## src/tmw_pkg.sv

```systemverilog
/*
 * Shared constants and types for the 8-bit timer waveform block.
 * Assumes a single 10 MHz clock and classic Wishbone register access.
 */
package tmw_pkg;

  // ****************************************
  // Register word offsets (byte addresses)
  // ****************************************
  localparam logic [7:0] TMW_CTRL_OFS = 8'h00;
  localparam logic [7:0] TMW_CNT_OFS = 8'h04;
  localparam logic [7:0] TMW_CMPA_OFS = 8'h08;
  localparam logic [7:0] TMW_CMPB_OFS = 8'h0C;
  localparam logic [7:0] TMW_FLAG_OFS = 8'h10;
  localparam logic [7:0] TMW_PORT_OFS = 8'h14;
  localparam logic [7:0] TMW_FORCE_OFS = 8'h18;

  // ****************************************
  // Control, flag and force field positions
  // ****************************************
  localparam int TMW_MODE_A_POS = 6;
  localparam int TMW_MODE_B_POS = 4;
  localparam int TMW_WAVE_POS = 0;
  localparam int TMW_RUN_POS = 8;
  localparam int TMW_FLAG_OVF_POS = 0;
  localparam int TMW_FLAG_A_POS = 1;
  localparam int TMW_FLAG_B_POS = 2;
  localparam int TMW_FORCE_A_POS = 0;
  localparam int TMW_FORCE_B_POS = 1;

  // ****************************************
  // Counter boundaries and reset values
  // ****************************************
  localparam logic [7:0] TMW_BOTTOM = 8'h00;
  localparam logic [7:0] TMW_MAX = 8'hFF;
  localparam logic [8:0] TMW_CTRL_RST = 9'h000;
  localparam logic [7:0] TMW_BYTE_RST = 8'h00;

  // ****************************************
  // Waveform modes
  // ****************************************
  typedef enum logic [2:0] {
    TMW_WAVE_NORMAL = 3'b000,
    TMW_WAVE_PC1 = 3'b001,
    TMW_WAVE_CLEAR = 3'b010,
    TMW_WAVE_FAST = 3'b011,
    TMW_WAVE_R4 = 3'b100,
    TMW_WAVE_PC5 = 3'b101,
    TMW_WAVE_R6 = 3'b110,
    TMW_WAVE_FAST_A = 3'b111
  } tmw_wave_type;

  // Compare output action codes
  localparam logic [1:0] TMW_COM_OFF = 2'h0;
  localparam logic [1:0] TMW_COM_TOGGLE = 2'h1;
  localparam logic [1:0] TMW_COM_CLEAR = 2'h2;
  localparam logic [1:0] TMW_COM_SET = 2'h3;

  // Pin-side group for one channel
  typedef struct packed {
    logic drive;
    logic level;
    logic enable;
  } tmw_pin_type;

endpackage

```

## src/tmw_timer.sv

```systemverilog
/*
 * 8-bit timer: counter, compare match, waveform output and pin override.
 * Assumes a synchronous active-high reset and a classic Wishbone master;
 * the timer clock is a one-cycle enable from an outside prescaler.
 */
`timescale 1ns/1ps
`default_nettype none

module tmw_timer (
  // Clock and reset
  input wire logic clk_i,
  input wire logic rst_i,
  // Timer clock enable from prescaler
  input wire logic tick_i,
  // Wishbone slave
  input wire logic cyc_i,
  input wire logic stb_i,
  input wire logic we_i,
  input wire logic [7:0] adr_i,
  input wire logic [3:0] sel_i,
  input wire logic [31:0] dat_i,
  output logic [31:0] dat_o,
  output logic ack_o,
  // Port pins
  output var tmw_pkg::tmw_pin_type pin_a_o,
  output var tmw_pkg::tmw_pin_type pin_b_o,
  // Flag levels
  output logic ovf_o,
  output logic cmp_a_flag_o,
  output logic cmp_b_flag_o
);

  // ****************************************
  // Registers
  // ****************************************
  logic [1:0] mode_a_reg;
  logic [1:0] mode_b_reg;
  tmw_pkg::tmw_wave_type wave_reg;
  logic [7:0] cnt_reg;
  logic [7:0] cmp_a_reg;
  logic [7:0] cmp_b_reg;
  logic [7:0] buf_a_reg;
  logic [7:0] buf_b_reg;
  logic ovf_reg;
  logic flag_a_reg;
  logic flag_b_reg;
  logic oc_a_reg;
  logic oc_b_reg;
  logic [1:0] port_out_reg;
  logic [1:0] port_dir_reg;
  logic block_reg;
  logic pend_a_reg;
  logic pend_b_reg;

  // ****************************************
  // Decode helpers
  // ****************************************
  function automatic logic is_fast(input tmw_pkg::tmw_wave_type w);
    return (w == tmw_pkg::TMW_WAVE_FAST) || (w == tmw_pkg::TMW_WAVE_FAST_A);
  endfunction

  // Next compare state for a non-PWM action code
  function automatic logic nonpwm_act(input logic [1:0] m,
                                      input logic cur);
    logic r;
    r = cur;
    unique case (m)
      tmw_pkg::TMW_COM_OFF: r = cur;
      tmw_pkg::TMW_COM_TOGGLE: r = ~cur;
      tmw_pkg::TMW_COM_CLEAR: r = 1'b0;
      tmw_pkg::TMW_COM_SET: r = 1'b1;
    endcase
    return r;
  endfunction

  logic wr;
  logic rd_cycle;
  logic fast;
  logic [7:0] top;
  logic at_top;
  logic match_a;
  logic match_b;
  logic cnt_wr;
  logic [7:0] wdat;

  assign wr = cyc_i && stb_i && we_i && !ack_o;
  assign rd_cycle = cyc_i && stb_i && !ack_o;
  assign wdat = sel_i[0] ? dat_i[7:0] : 8'h00;
  assign fast = is_fast(wave_reg);
  assign top = (wave_reg == tmw_pkg::TMW_WAVE_FAST) ? tmw_pkg::TMW_MAX :
               cmp_a_reg;
  assign at_top = (cnt_reg == top);
  assign cnt_wr = wr && sel_i[0] && (adr_i == tmw_pkg::TMW_CNT_OFS);
  // Match only on timer cycles, not on the first tick after a counter write
  assign match_a = tick_i && !block_reg && (cnt_reg == cmp_a_reg);
  assign match_b = tick_i && !block_reg && (cnt_reg == cmp_b_reg);

  // ****************************************
  // Wishbone acknowledge and read data
  // ****************************************
  always_ff @(posedge clk_i) begin
    if (rst_i) begin
      ack_o <= 1'b0;
    end else begin
      ack_o <= rd_cycle;
    end
  end

  always_ff @(posedge clk_i) begin
    if (rst_i) begin
      dat_o <= 32'h0000_0000;
    end else if (rd_cycle && !we_i) begin
      unique case (adr_i)
        tmw_pkg::TMW_CTRL_OFS:
          dat_o <= {24'h000000, mode_a_reg, mode_b_reg, 1'b0,
                    wave_reg};
        tmw_pkg::TMW_CNT_OFS: dat_o <= {24'h000000, cnt_reg};
        tmw_pkg::TMW_CMPA_OFS:
          dat_o <= {24'h000000, fast ? buf_a_reg : cmp_a_reg};
        tmw_pkg::TMW_CMPB_OFS:
          dat_o <= {24'h000000, fast ? buf_b_reg : cmp_b_reg};
        tmw_pkg::TMW_FLAG_OFS:
          dat_o <= {24'h000000, 5'h00, flag_b_reg, flag_a_reg, ovf_reg};
        tmw_pkg::TMW_PORT_OFS:
          dat_o <= {24'h000000, 2'h0, oc_b_reg, oc_a_reg, port_dir_reg,
                    port_out_reg};
        default: dat_o <= 32'h0000_0000;
      endcase
    end
  end

  // ****************************************
  // Control fields
  // ****************************************
  always_ff @(posedge clk_i) begin
    if (rst_i) begin
      mode_a_reg <= 2'h0;
      mode_b_reg <= 2'h0;
      wave_reg <= tmw_pkg::TMW_WAVE_NORMAL;
    end else if (wr && sel_i[0] && adr_i == tmw_pkg::TMW_CTRL_OFS) begin
      // Mode bits act from the next cycle, no buffering
      mode_a_reg <= dat_i[tmw_pkg::TMW_MODE_A_POS +: 2];
      mode_b_reg <= dat_i[tmw_pkg::TMW_MODE_B_POS +: 2];
      wave_reg <= tmw_pkg::tmw_wave_type'(dat_i[tmw_pkg::TMW_WAVE_POS +: 3]);
    end
  end

  always_ff @(posedge clk_i) begin
    if (rst_i) begin
      port_out_reg <= 2'h0;
      port_dir_reg <= 2'h0;
    end else if (wr && sel_i[0] && adr_i == tmw_pkg::TMW_PORT_OFS) begin
      port_out_reg <= dat_i[1:0];
      port_dir_reg <= dat_i[3:2];
    end
  end

  // ****************************************
  // Counter
  // ****************************************
  always_ff @(posedge clk_i) begin
    if (rst_i) begin
      cnt_reg <= tmw_pkg::TMW_BYTE_RST;
    end else if (cnt_wr) begin
      cnt_reg <= wdat;
    end else if (tick_i) begin
      if (wave_reg == tmw_pkg::TMW_WAVE_CLEAR && cnt_reg == cmp_a_reg) begin
        cnt_reg <= tmw_pkg::TMW_BOTTOM;
      end else if (fast && at_top) begin
        cnt_reg <= tmw_pkg::TMW_BOTTOM;
      end else begin
        cnt_reg <= cnt_reg + 8'h01;
      end
    end
  end

  always_ff @(posedge clk_i) begin
    if (rst_i) begin
      block_reg <= 1'b0;
    end else if (cnt_wr) begin
      block_reg <= 1'b1;
    end else if (tick_i) begin
      block_reg <= 1'b0;
    end
  end

  // ****************************************
  // Compare values, buffered in fast PWM
  // ****************************************
  always_ff @(posedge clk_i) begin
    if (rst_i) begin
      buf_a_reg <= tmw_pkg::TMW_BYTE_RST;
      buf_b_reg <= tmw_pkg::TMW_BYTE_RST;
    end else if (wr && sel_i[0]) begin
      if (adr_i == tmw_pkg::TMW_CMPA_OFS) begin
        buf_a_reg <= dat_i[7:0];
      end
      if (adr_i == tmw_pkg::TMW_CMPB_OFS) begin
        buf_b_reg <= dat_i[7:0];
      end
    end
  end

  always_ff @(posedge clk_i) begin
    if (rst_i) begin
      cmp_a_reg <= tmw_pkg::TMW_BYTE_RST;
      cmp_b_reg <= tmw_pkg::TMW_BYTE_RST;
    end else if (!fast) begin
      // Direct write outside fast PWM
      if (wr && sel_i[0] && adr_i == tmw_pkg::TMW_CMPA_OFS) begin
        cmp_a_reg <= dat_i[7:0];
      end
      if (wr && sel_i[0] && adr_i == tmw_pkg::TMW_CMPB_OFS) begin
        cmp_b_reg <= dat_i[7:0];
      end
    end else if (tick_i && at_top) begin
      // Update as the counter restarts from bottom
      cmp_a_reg <= buf_a_reg;
      cmp_b_reg <= buf_b_reg;
    end
  end

  // ****************************************
  // Flags: hardware sets, software writes one to clear
  // ****************************************
  logic ovf_set;
  logic [2:0] clr;

  assign clr = (wr && sel_i[0] && adr_i == tmw_pkg::TMW_FLAG_OFS) ?
               dat_i[2:0] : 3'h0;
  // Normal and clear-on-match: count passes 0xFF; fast PWM: reaches top
  assign ovf_set = tick_i && !cnt_wr &&
                   (fast ? at_top : cnt_reg == tmw_pkg::TMW_MAX);

  always_ff @(posedge clk_i) begin
    if (rst_i) begin
      ovf_reg <= 1'b0;
    end else if (ovf_set) begin
      ovf_reg <= 1'b1;
    end else if (clr[tmw_pkg::TMW_FLAG_OVF_POS]) begin
      ovf_reg <= 1'b0;
    end
  end

  always_ff @(posedge clk_i) begin
    if (rst_i) begin
      pend_a_reg <= 1'b0;
      pend_b_reg <= 1'b0;
    end else if (tick_i) begin
      pend_a_reg <= match_a;
      pend_b_reg <= match_b;
    end
  end

  always_ff @(posedge clk_i) begin
    if (rst_i) begin
      flag_a_reg <= 1'b0;
      flag_b_reg <= 1'b0;
    end else begin
      if (tick_i && pend_a_reg) begin
        flag_a_reg <= 1'b1;
      end else if (clr[tmw_pkg::TMW_FLAG_A_POS]) begin
        flag_a_reg <= 1'b0;
      end
      if (tick_i && pend_b_reg) begin
        flag_b_reg <= 1'b1;
      end else if (clr[tmw_pkg::TMW_FLAG_B_POS]) begin
        flag_b_reg <= 1'b0;
      end
    end
  end

  // ****************************************
  // Waveform generator
  // ****************************************
  logic force_a;
  logic force_b;
  logic restart;

  assign force_a = wr && sel_i[0] && !fast &&
                   adr_i == tmw_pkg::TMW_FORCE_OFS &&
                   dat_i[tmw_pkg::TMW_FORCE_A_POS];
  assign force_b = wr && sel_i[0] && !fast &&
                   adr_i == tmw_pkg::TMW_FORCE_OFS &&
                   dat_i[tmw_pkg::TMW_FORCE_B_POS];
  assign restart = tick_i && fast && at_top;

  always_ff @(posedge clk_i) begin
    if (rst_i) begin
      oc_a_reg <= 1'b0;
    end else if (!fast) begin
      if (match_a || force_a) begin
        oc_a_reg <= nonpwm_act(mode_a_reg, oc_a_reg);
      end
    end else if (mode_a_reg[1]) begin
      // Match ignored when compare equals top; bottom sets level
      if (restart) begin
        oc_a_reg <= ~mode_a_reg[0];
      end else if (match_a && cmp_a_reg != top) begin
        oc_a_reg <= mode_a_reg[0];
      end
    end else if (mode_a_reg[0] && wave_reg[2] && match_a) begin
      oc_a_reg <= ~oc_a_reg;
    end
  end

  always_ff @(posedge clk_i) begin
    if (rst_i) begin
      oc_b_reg <= 1'b0;
    end else if (!fast) begin
      if (match_b || force_b) begin
        oc_b_reg <= nonpwm_act(mode_b_reg, oc_b_reg);
      end
    end else if (mode_b_reg[1]) begin
      if (restart) begin
        oc_b_reg <= ~mode_b_reg[0];
      end else if (match_b && cmp_b_reg != top) begin
        oc_b_reg <= mode_b_reg[0];
      end
    end
  end

  // ****************************************
  // Pin override and flag outputs
  // ****************************************
  always_ff @(posedge clk_i) begin
    if (rst_i) begin
      pin_a_o <= '0;
      pin_b_o <= '0;
      ovf_o <= 1'b0;
      cmp_a_flag_o <= 1'b0;
      cmp_b_flag_o <= 1'b0;
    end else begin
      pin_a_o.drive <= port_dir_reg[0];
      pin_a_o.level <= (mode_a_reg != 2'h0) ? oc_a_reg : port_out_reg[0];
      pin_a_o.enable <= (mode_a_reg != 2'h0);
      pin_b_o.drive <= port_dir_reg[1];
      pin_b_o.level <= (mode_b_reg != 2'h0) ? oc_b_reg : port_out_reg[1];
      pin_b_o.enable <= (mode_b_reg != 2'h0);
      ovf_o <= ovf_reg;
      cmp_a_flag_o <= flag_a_reg;
      cmp_b_flag_o <= flag_b_reg;
    end
  end

endmodule

`default_nettype wire

```

## config.mk

```make
export PLATFORM = sky130hd
export DESIGN_NAME = tmw_timer
export DESIGN_NICKNAME = d
export VERILOG_FILES = /design/src/tmw_pkg.sv /design/src/tmw_timer.sv
export SDC_FILE = /design/constraint.sdc
export NUM_CORES = 1
export LEC_CHECK = 0
export BUFFER_PORTS_ARGS = -buffer_cell sky130_fd_sc_hd__buf_4
export CORE_MARGIN = 2
export CORE_UTILIZATION = 25
export DETAILED_ROUTE_END_ITERATION = 10
export PLACE_DENSITY = 0.53
export SYNTH_ARGS = -nofsm -noshare
export SYNTH_HDL_FRONTEND = slang
export SYNTH_SLANG_ARGS = --single-unit
```

## constraint.sdc

```tcl
create_clock -name clk_i -period 2.9 [get_ports clk_i]
set_input_delay 0.145 -clock clk_i [delete_from_list [all_inputs] [get_ports clk_i]]
set_output_delay 0.145 -clock clk_i [all_outputs]
set_load 0.01 [all_outputs]
```

==> impl_metrics.csv, run 1 <==
group,metric,value,unit
critical_path,cp-end-kind,"flip-flop",
route,antenna_left,0,
logic_synthesis,synth_warnings,0,
place,dp_hpwl,10.48,mm
cells_and_area,layout_commonest_cell,"dfxtp_1",
timing,setup_total_negative_slack,0,ns
critical_path,reg2reg_slack,0.34,ns
floorplanning,core,18150,um^2
floorplanning,num_rows,49,
grt,grt_pass1_vias,3968,
timing,min_period,2.556,ns
floorplanning,start_util,0.2567,
logic_synthesis,synthCells,585,
logic_synthesis,syn_avg_cell_area,7.963,um^2
run,maxCapViolCount,0,
route,routedWlPerCell,17.46,um
timing,drv_slew,0,
clock_tree,numClockSinks,77,
cells_and_area,mostFrequentLayoutCells,"dfxtp_1, nor2_1, buf_4",
grt,antenna_found_initial,0,
grt,grtUsageMet3,0.02359,
grt,grt_overflow,0,
logic_synthesis,ys_seq_area_frac,0.3309,
critical_path,crit_slowest_cell,"dfxtp_1",
floorplanning,io_pins,92,
timing,holdWs,0.1211,ns
cells_and_area,antennaDiodeCount,0,
critical_path,crit_chain,"xor2_1, o41ai_1, o32ai_1, a2111o_1, o21ai_4, and3_1, nor3_2",
clock_tree,cts_hold_buf,0,
worst_hold_path,hold_path.class,"in2reg",
outcome,status,"finished, final reports clean",
floorplanning,fp.dieW,140.5,um
cells_and_area,fill_cells,1963,
critical_path,worst_path_largest_cell_delay,0.62,ns
critical_path,critical_path_class,"reg2reg",
place,placed_area,5059,um^2
floorplanning,fp.dieArea,19740,um^2
pwr,power.density,460.4,nW/um^2
grt,grt_max_degree,79,
critical_path,r2r_start,"cnt_reg[5]",
critical_path,crit_fanout,16,
clock_tree,path_clk_slew,0.06,ns
clock_tree,post_cts_resize_count,0,
pwr,peakVddDrop,0.2456,mV
timing,skew,0.006671,ns
logic_synthesis,yosysUniqueCellTypes,67,
grt,grt_pass1_wl,22.85,mm
timing,fin_crit_sh,0.8812,
route,firstDrtPassIters,5,
cells_and_area,area_delta_synth_final,15.53,%
logic_synthesis,synth-edff-count,0,
route,drt_iter0_markers,289,
clock_tree,clockBufferDepth,2,
clock_tree,h-tree-depth,3,
critical_path,r2r_end,"cmp_a_reg[0]",
clock_tree,clock_latency,0.35,ns
logic_synthesis,async_flop_share,0,
critical_path,critPathRequiredTime,3.10,ns
critical_path,crit_path_start,"cnt_reg[5]",
critical_path,critPathLaunchType,"flip-flop",
grt,grt_use_met2,0.2410,
logic_synthesis,ys.flop_type,"dfxtp_1",
timing,fmax,0.3913,GHz
worst_hold_path,whs_path_depth,3,
clock_tree,tritoncts,"yes",
critical_path,worstPathArrival,2.75,ns
grt,globalRouteTotalUtil,0.1492,
floorplanning,die_y,140.5,um
clock_tree,post-cts-setup-buffer-count,0,
timing,finalSetupViolCount,0,
logic_synthesis,ys_ff_latch,77,
place,portBuffers,40,
timing,worst_slew_pin_slew,0.8636,ns
clock_tree,cts-buffers-inserted,9,
grt,met1_usage,0.2026,
clock_tree,clock-root-buffer,"clkbuf_16",
pwr,p_leak,2.146,nW
timing,finalHoldViolations,0,
timing,relSlewSlack,0.4243,
cells_and_area,nets,655,
place,gp_congestion,0.8746,
logic_synthesis,syn_area,4658,um^2
route,route.vias.total,4248,
route,route.detailed.drc,0,
critical_path,worst-r2r-cell-count,7,
cells_and_area,fin_area,5381,um^2
route,vias_per_cell,5.069,
timing,rsz0062_at_grt,"false",
worst_hold_path,hold_start,"dat_i[5]",
route,routed_wl,14.63,mm
worst_hold_path,hold_end,"buf_a_reg[5]",
cells_and_area,drive_gt1_frac,0.1691,
grt,grt-busiest-layer,"met2",
worst max path at each step:
stage / endpoint / slack, ns / cells past startpoint
after detailed placement: cmp_a_reg[0] / 0.41 / 7
after floorplan: cmp_b_reg[4] / 0.73 / 8
after global routing: cnt_reg[1] / 0.1 / 8
final: cmp_a_reg[0] / 0.34 / 7
after global placement: cmp_a_reg[0] / 0.44 / 8
after CTS: cmp_a_reg[0] / 0.39 / 7
stage by stage:
step / setup WS, ns / power (mW) / util / instances
final: 0.3445 / 2.477 / 0.2965 / 838
after CTS: 0.3870 / 2.500 / 0.2965 / 838
after detailed placement: 0.4114 / 1.261 / 0.2788 / 822
after floorplan: 0.7323 / 1.217 / - / 608
after global routing: 0.09529 / 2.556 / 0.2965 / 838
after global placement: 0.4397 / 1.261 / 0.2788 / 822
cells in the mapped netlist, types with 4 or more instances:
cell | n | area (um^2)
nand3_1 | 24 | 120.1
clkbuf_1 | 36 | 135.1
nor4_1 | 8 | 50.05
a311oi_1 | 4 | 35.03
nand3b_1 | 5 | 37.54
xnor2_1 | 5 | 43.79
o21ai_0 | 14 | 70.07
nand2_1 | 51 | 191.4
nor2b_1 | 6 | 37.54
mux2i_1 | 27 | 270.3
a31oi_1 | 8 | 50.05
a211oi_2 | 4 | 50.05
o211ai_1 | 5 | 37.54
buf_6 | 4 | 45.04
nor2_1 | 69 | 259.0
and3_1 | 18 | 112.6
a32oi_1 | 6 | 52.55
xor2_1 | 16 | 140.1
nand4_1 | 6 | 37.54
buf_2 | 8 | 40.04
nor3_1 | 7 | 35.03
dfxtp_1 | 77 | 1541
a211oi_1 | 9 | 67.56
inv_1 | 9 | 33.78
a22oi_1 | 14 | 105.1
buf_4 | 27 | 202.7
a21oi_1 | 54 | 270.3
layer usage:
layer / vias to the layer above / part of all wire
met5: - / 0
met4: 0 / 0.023
met3: 23 / 0.052
met2: 156 / 0.46
met1: 1987 / 0.46
li1: 2082 / -
kinds of logic (layout without fill, tap and decap cells):
logic type               after synthesis  count (layout)  synth area share
buffers and inverters                 88              89            0.1037
multiplexers                          27              27           0.05802
XOR/XNOR                              21              21           0.03948
flip-flops                            77              77            0.3309
AO/OA/AOI/OAI                        143             143            0.2087
other                                  1              24         0.0008050
AND/OR/NAND/NOR                      227             227            0.2557
adder cells (fa/ha/maj)                1               1          0.002686
area by class of cell:
| type | count | area [um^2] | share of cell area |
|---|---|---|---|
| multi-input combinational | 443 | 2720 | 0.5055 |
| sequential | 77 | 1541 | 0.2864 |
| timing repair buffer | 63 | 473.0 | 0.08789 |
| tap | 229 | 286.5 | 0.05324 |
| clock buffer | 9 | 225.2 | 0.04185 |
| clock inverter | 7 | 97.59 | 0.01814 |
| inverter | 10 | 37.54 | 0.006975 |
report_power, final:
part | internal, mW | switching (mW)
clock network | 0.758 | 0.481
logic | 0.0530 | 0.110
registers | 1.07 | 0.00981
critical path: cells and delay by family (launching register included):
kind            cells  cell delay (ns)
xor+xnor            1             0.17
flops               1             0.62
compound gates      4             1.34
simple gates        2             0.29
No activity file was read; power rests on OpenSTA's default activity.
==> run 2: changes to the inputs <==
--- a/config.mk
+++ b/config.mk
@@ -7,9 +7,9 @@
 export LEC_CHECK = 0
 export BUFFER_PORTS_ARGS = -buffer_cell sky130_fd_sc_hd__buf_4
 export CORE_MARGIN = 2
-export CORE_UTILIZATION = 25
+export CORE_UTILIZATION = 40
 export DETAILED_ROUTE_END_ITERATION = 10
-export PLACE_DENSITY = 0.53
+export PLACE_DENSITY = 0.72
 export SYNTH_ARGS = -nofsm -noshare
 export SYNTH_HDL_FRONTEND = slang
 export SYNTH_SLANG_ARGS = --single-unit
==> impl_metrics.csv, run 2 (synthesis gave the netlist of run 1 again) <==
group,metric,value,unit
critical_path,crit_fanout,16,
critical_path,crit_slowest_cell,"a2111o_1",
place,gp_congestion,0.9507,
floorplanning,die_y,111.9,um
route,routed_wl,13.77,mm
route,firstDrtPassIters,6,
timing,finalSetupViolCount,0,
critical_path,critPathRequiredTime,3.14,ns
clock_tree,tritoncts,"yes",
floorplanning,core,11370,um^2
grt,grt_pass1_wl,22.05,mm
cells_and_area,fin_area,5195,um^2
critical_path,critPathLaunchType,"flip-flop",
timing,skew,0.004421,ns
timing,relSlewSlack,0.4360,
timing,setup_total_negative_slack,0,ns
pwr,power.density,462.4,nW/um^2
floorplanning,io_pins,92,
cells_and_area,drive_gt1_frac,0.1567,
cells_and_area,antennaDiodeCount,0,
critical_path,worstPathArrival,2.89,ns
pwr,p_leak,2.108,nW
cells_and_area,nets,646,
outcome,status,"finished, final reports clean",
grt,globalRouteTotalUtil,0.2234,
grt,grt_pass1_vias,4144,
route,drt_iter0_markers,564,
clock_tree,numClockSinks,77,
clock_tree,clockBufferDepth,2,
timing,drv_slew,0,
grt,grt_overflow,0,
critical_path,worst_path_largest_cell_delay,0.61,ns
timing,fmax,0.3778,GHz
timing,worst_slew_pin_slew,0.8461,ns
cells_and_area,mostFrequentLayoutCells,"dfxtp_1, nor2_1, a21oi_1, buf_4, nand2_1",
clock_tree,cts_hold_buf,0,
clock_tree,post-cts-setup-buffer-count,0,
run,maxCapViolCount,0,
floorplanning,fp.dieArea,12530,um^2
critical_path,crit_chain,"xor2_1, o41ai_1, o32ai_1, a2111o_1, o21ai_4, nor2_1, a311oi_1",
timing,min_period,2.647,ns
floorplanning,start_util,0.4097,
clock_tree,clock-root-buffer,"clkbuf_16",
route,vias_per_cell,5.915,
grt,grt_max_degree,79,
grt,antenna_found_initial,0,
cells_and_area,area_delta_synth_final,11.52,%
clock_tree,post_cts_resize_count,0,
route,route.vias.total,4395,
critical_path,cp_top_family,"compound AO/OA/AOI/OAI gates",
critical_path,critical_path_class,"reg2reg",
route,routedWlPerCell,18.53,um
critical_path,cp-end-kind,"flip-flop",
place,portBuffers,40,
clock_tree,path_clk_slew,0.06,ns
critical_path,cp.buffers_inverters,0,
pwr,peakVddDrop,0.2924,mV
timing,rsz0062_at_grt,"false",
floorplanning,num_rows,39,
route,route.detailed.drc,0,
worst_hold_path,hold_path.class,"in2reg",
clock_tree,h-tree-depth,3,
cells_and_area,fill_cells,1118,
timing,fin_crit_sh,0.9128,
place,dp_hpwl,9.708,mm
timing,finalHoldViolations,0,
place,placed_area,4883,um^2
route,antenna_left,0,
clock_tree,cts-buffers-inserted,9,
clock_tree,clock_latency,0.35,ns
floorplanning,fp.dieW,111.9,um
cells_and_area,layout_commonest_cell,"dfxtp_1",
## run 2: path summary, 6_finish.rpt
| kind | startpoint | end | slack (ns) | cells after the start |
|---|---|---|---|---|
| min reg2reg | buf_a_reg[2] | buf_a_reg[2] | 0.45 | 2 |
| max reg2reg | cnt_reg[5] | cmp_b_reg[2] | 0.25 | 7 |
| min | dat_i[3] | buf_a_reg[3] | 0.12 | 3 |
| max | cnt_reg[5] | cmp_b_reg[2] | 0.25 | 7 |
## run 2: worst min-delay path, stage by stage
cell and delay [ns]:
buf_4 0.15, nand3_1 0.07, a21oi_1 0.06
## run 2: cell type report
type                            count  area [um^2]  area share
Multi-Input combinational cell    443         2720      0.5236
Sequential cell                    77         1541      0.2967
Timing Repair Buffer               54        405.4     0.07803
Clock buffer                       12        266.5     0.05130
Tap cell                          143        178.9     0.03444
Clock inverter                      4        45.04    0.008671
Inverter                           10        37.54    0.007225
## run 2: where the power goes
group / total [mW] / switching (mW) / internal [mW]
Clock: 1.17 / 0.436 / 0.732
Sequential: 1.07 / 0.00835 / 1.07
Combinational: 0.160 / 0.109 / 0.0508
## run 2: per-stage QoR
stage	setup WS (ns)	util	total power [mW]	std cells	hold slack (ns)
after floorplan	0.7323	-	1.217	608	0.2889
after global placement	0.4588	0.4295	1.251	727	0.4420
after detailed placement	0.3433	0.4295	1.253	727	0.4455
after CTS	0.3176	0.4569	2.411	743	0.1113
after global routing	0.1023	0.4569	2.479	743	0.1330
final	0.2528	0.4569	2.402	743	0.1193
## run 2: layer usage
metal | part of all wire | GRT usage
met1 | 0.41 | 0.2862
met2 | 0.45 | 0.3422
met3 | 0.080 | 0.04954
met4 | 0.060 | 0.1374
met5 | 0 | 0
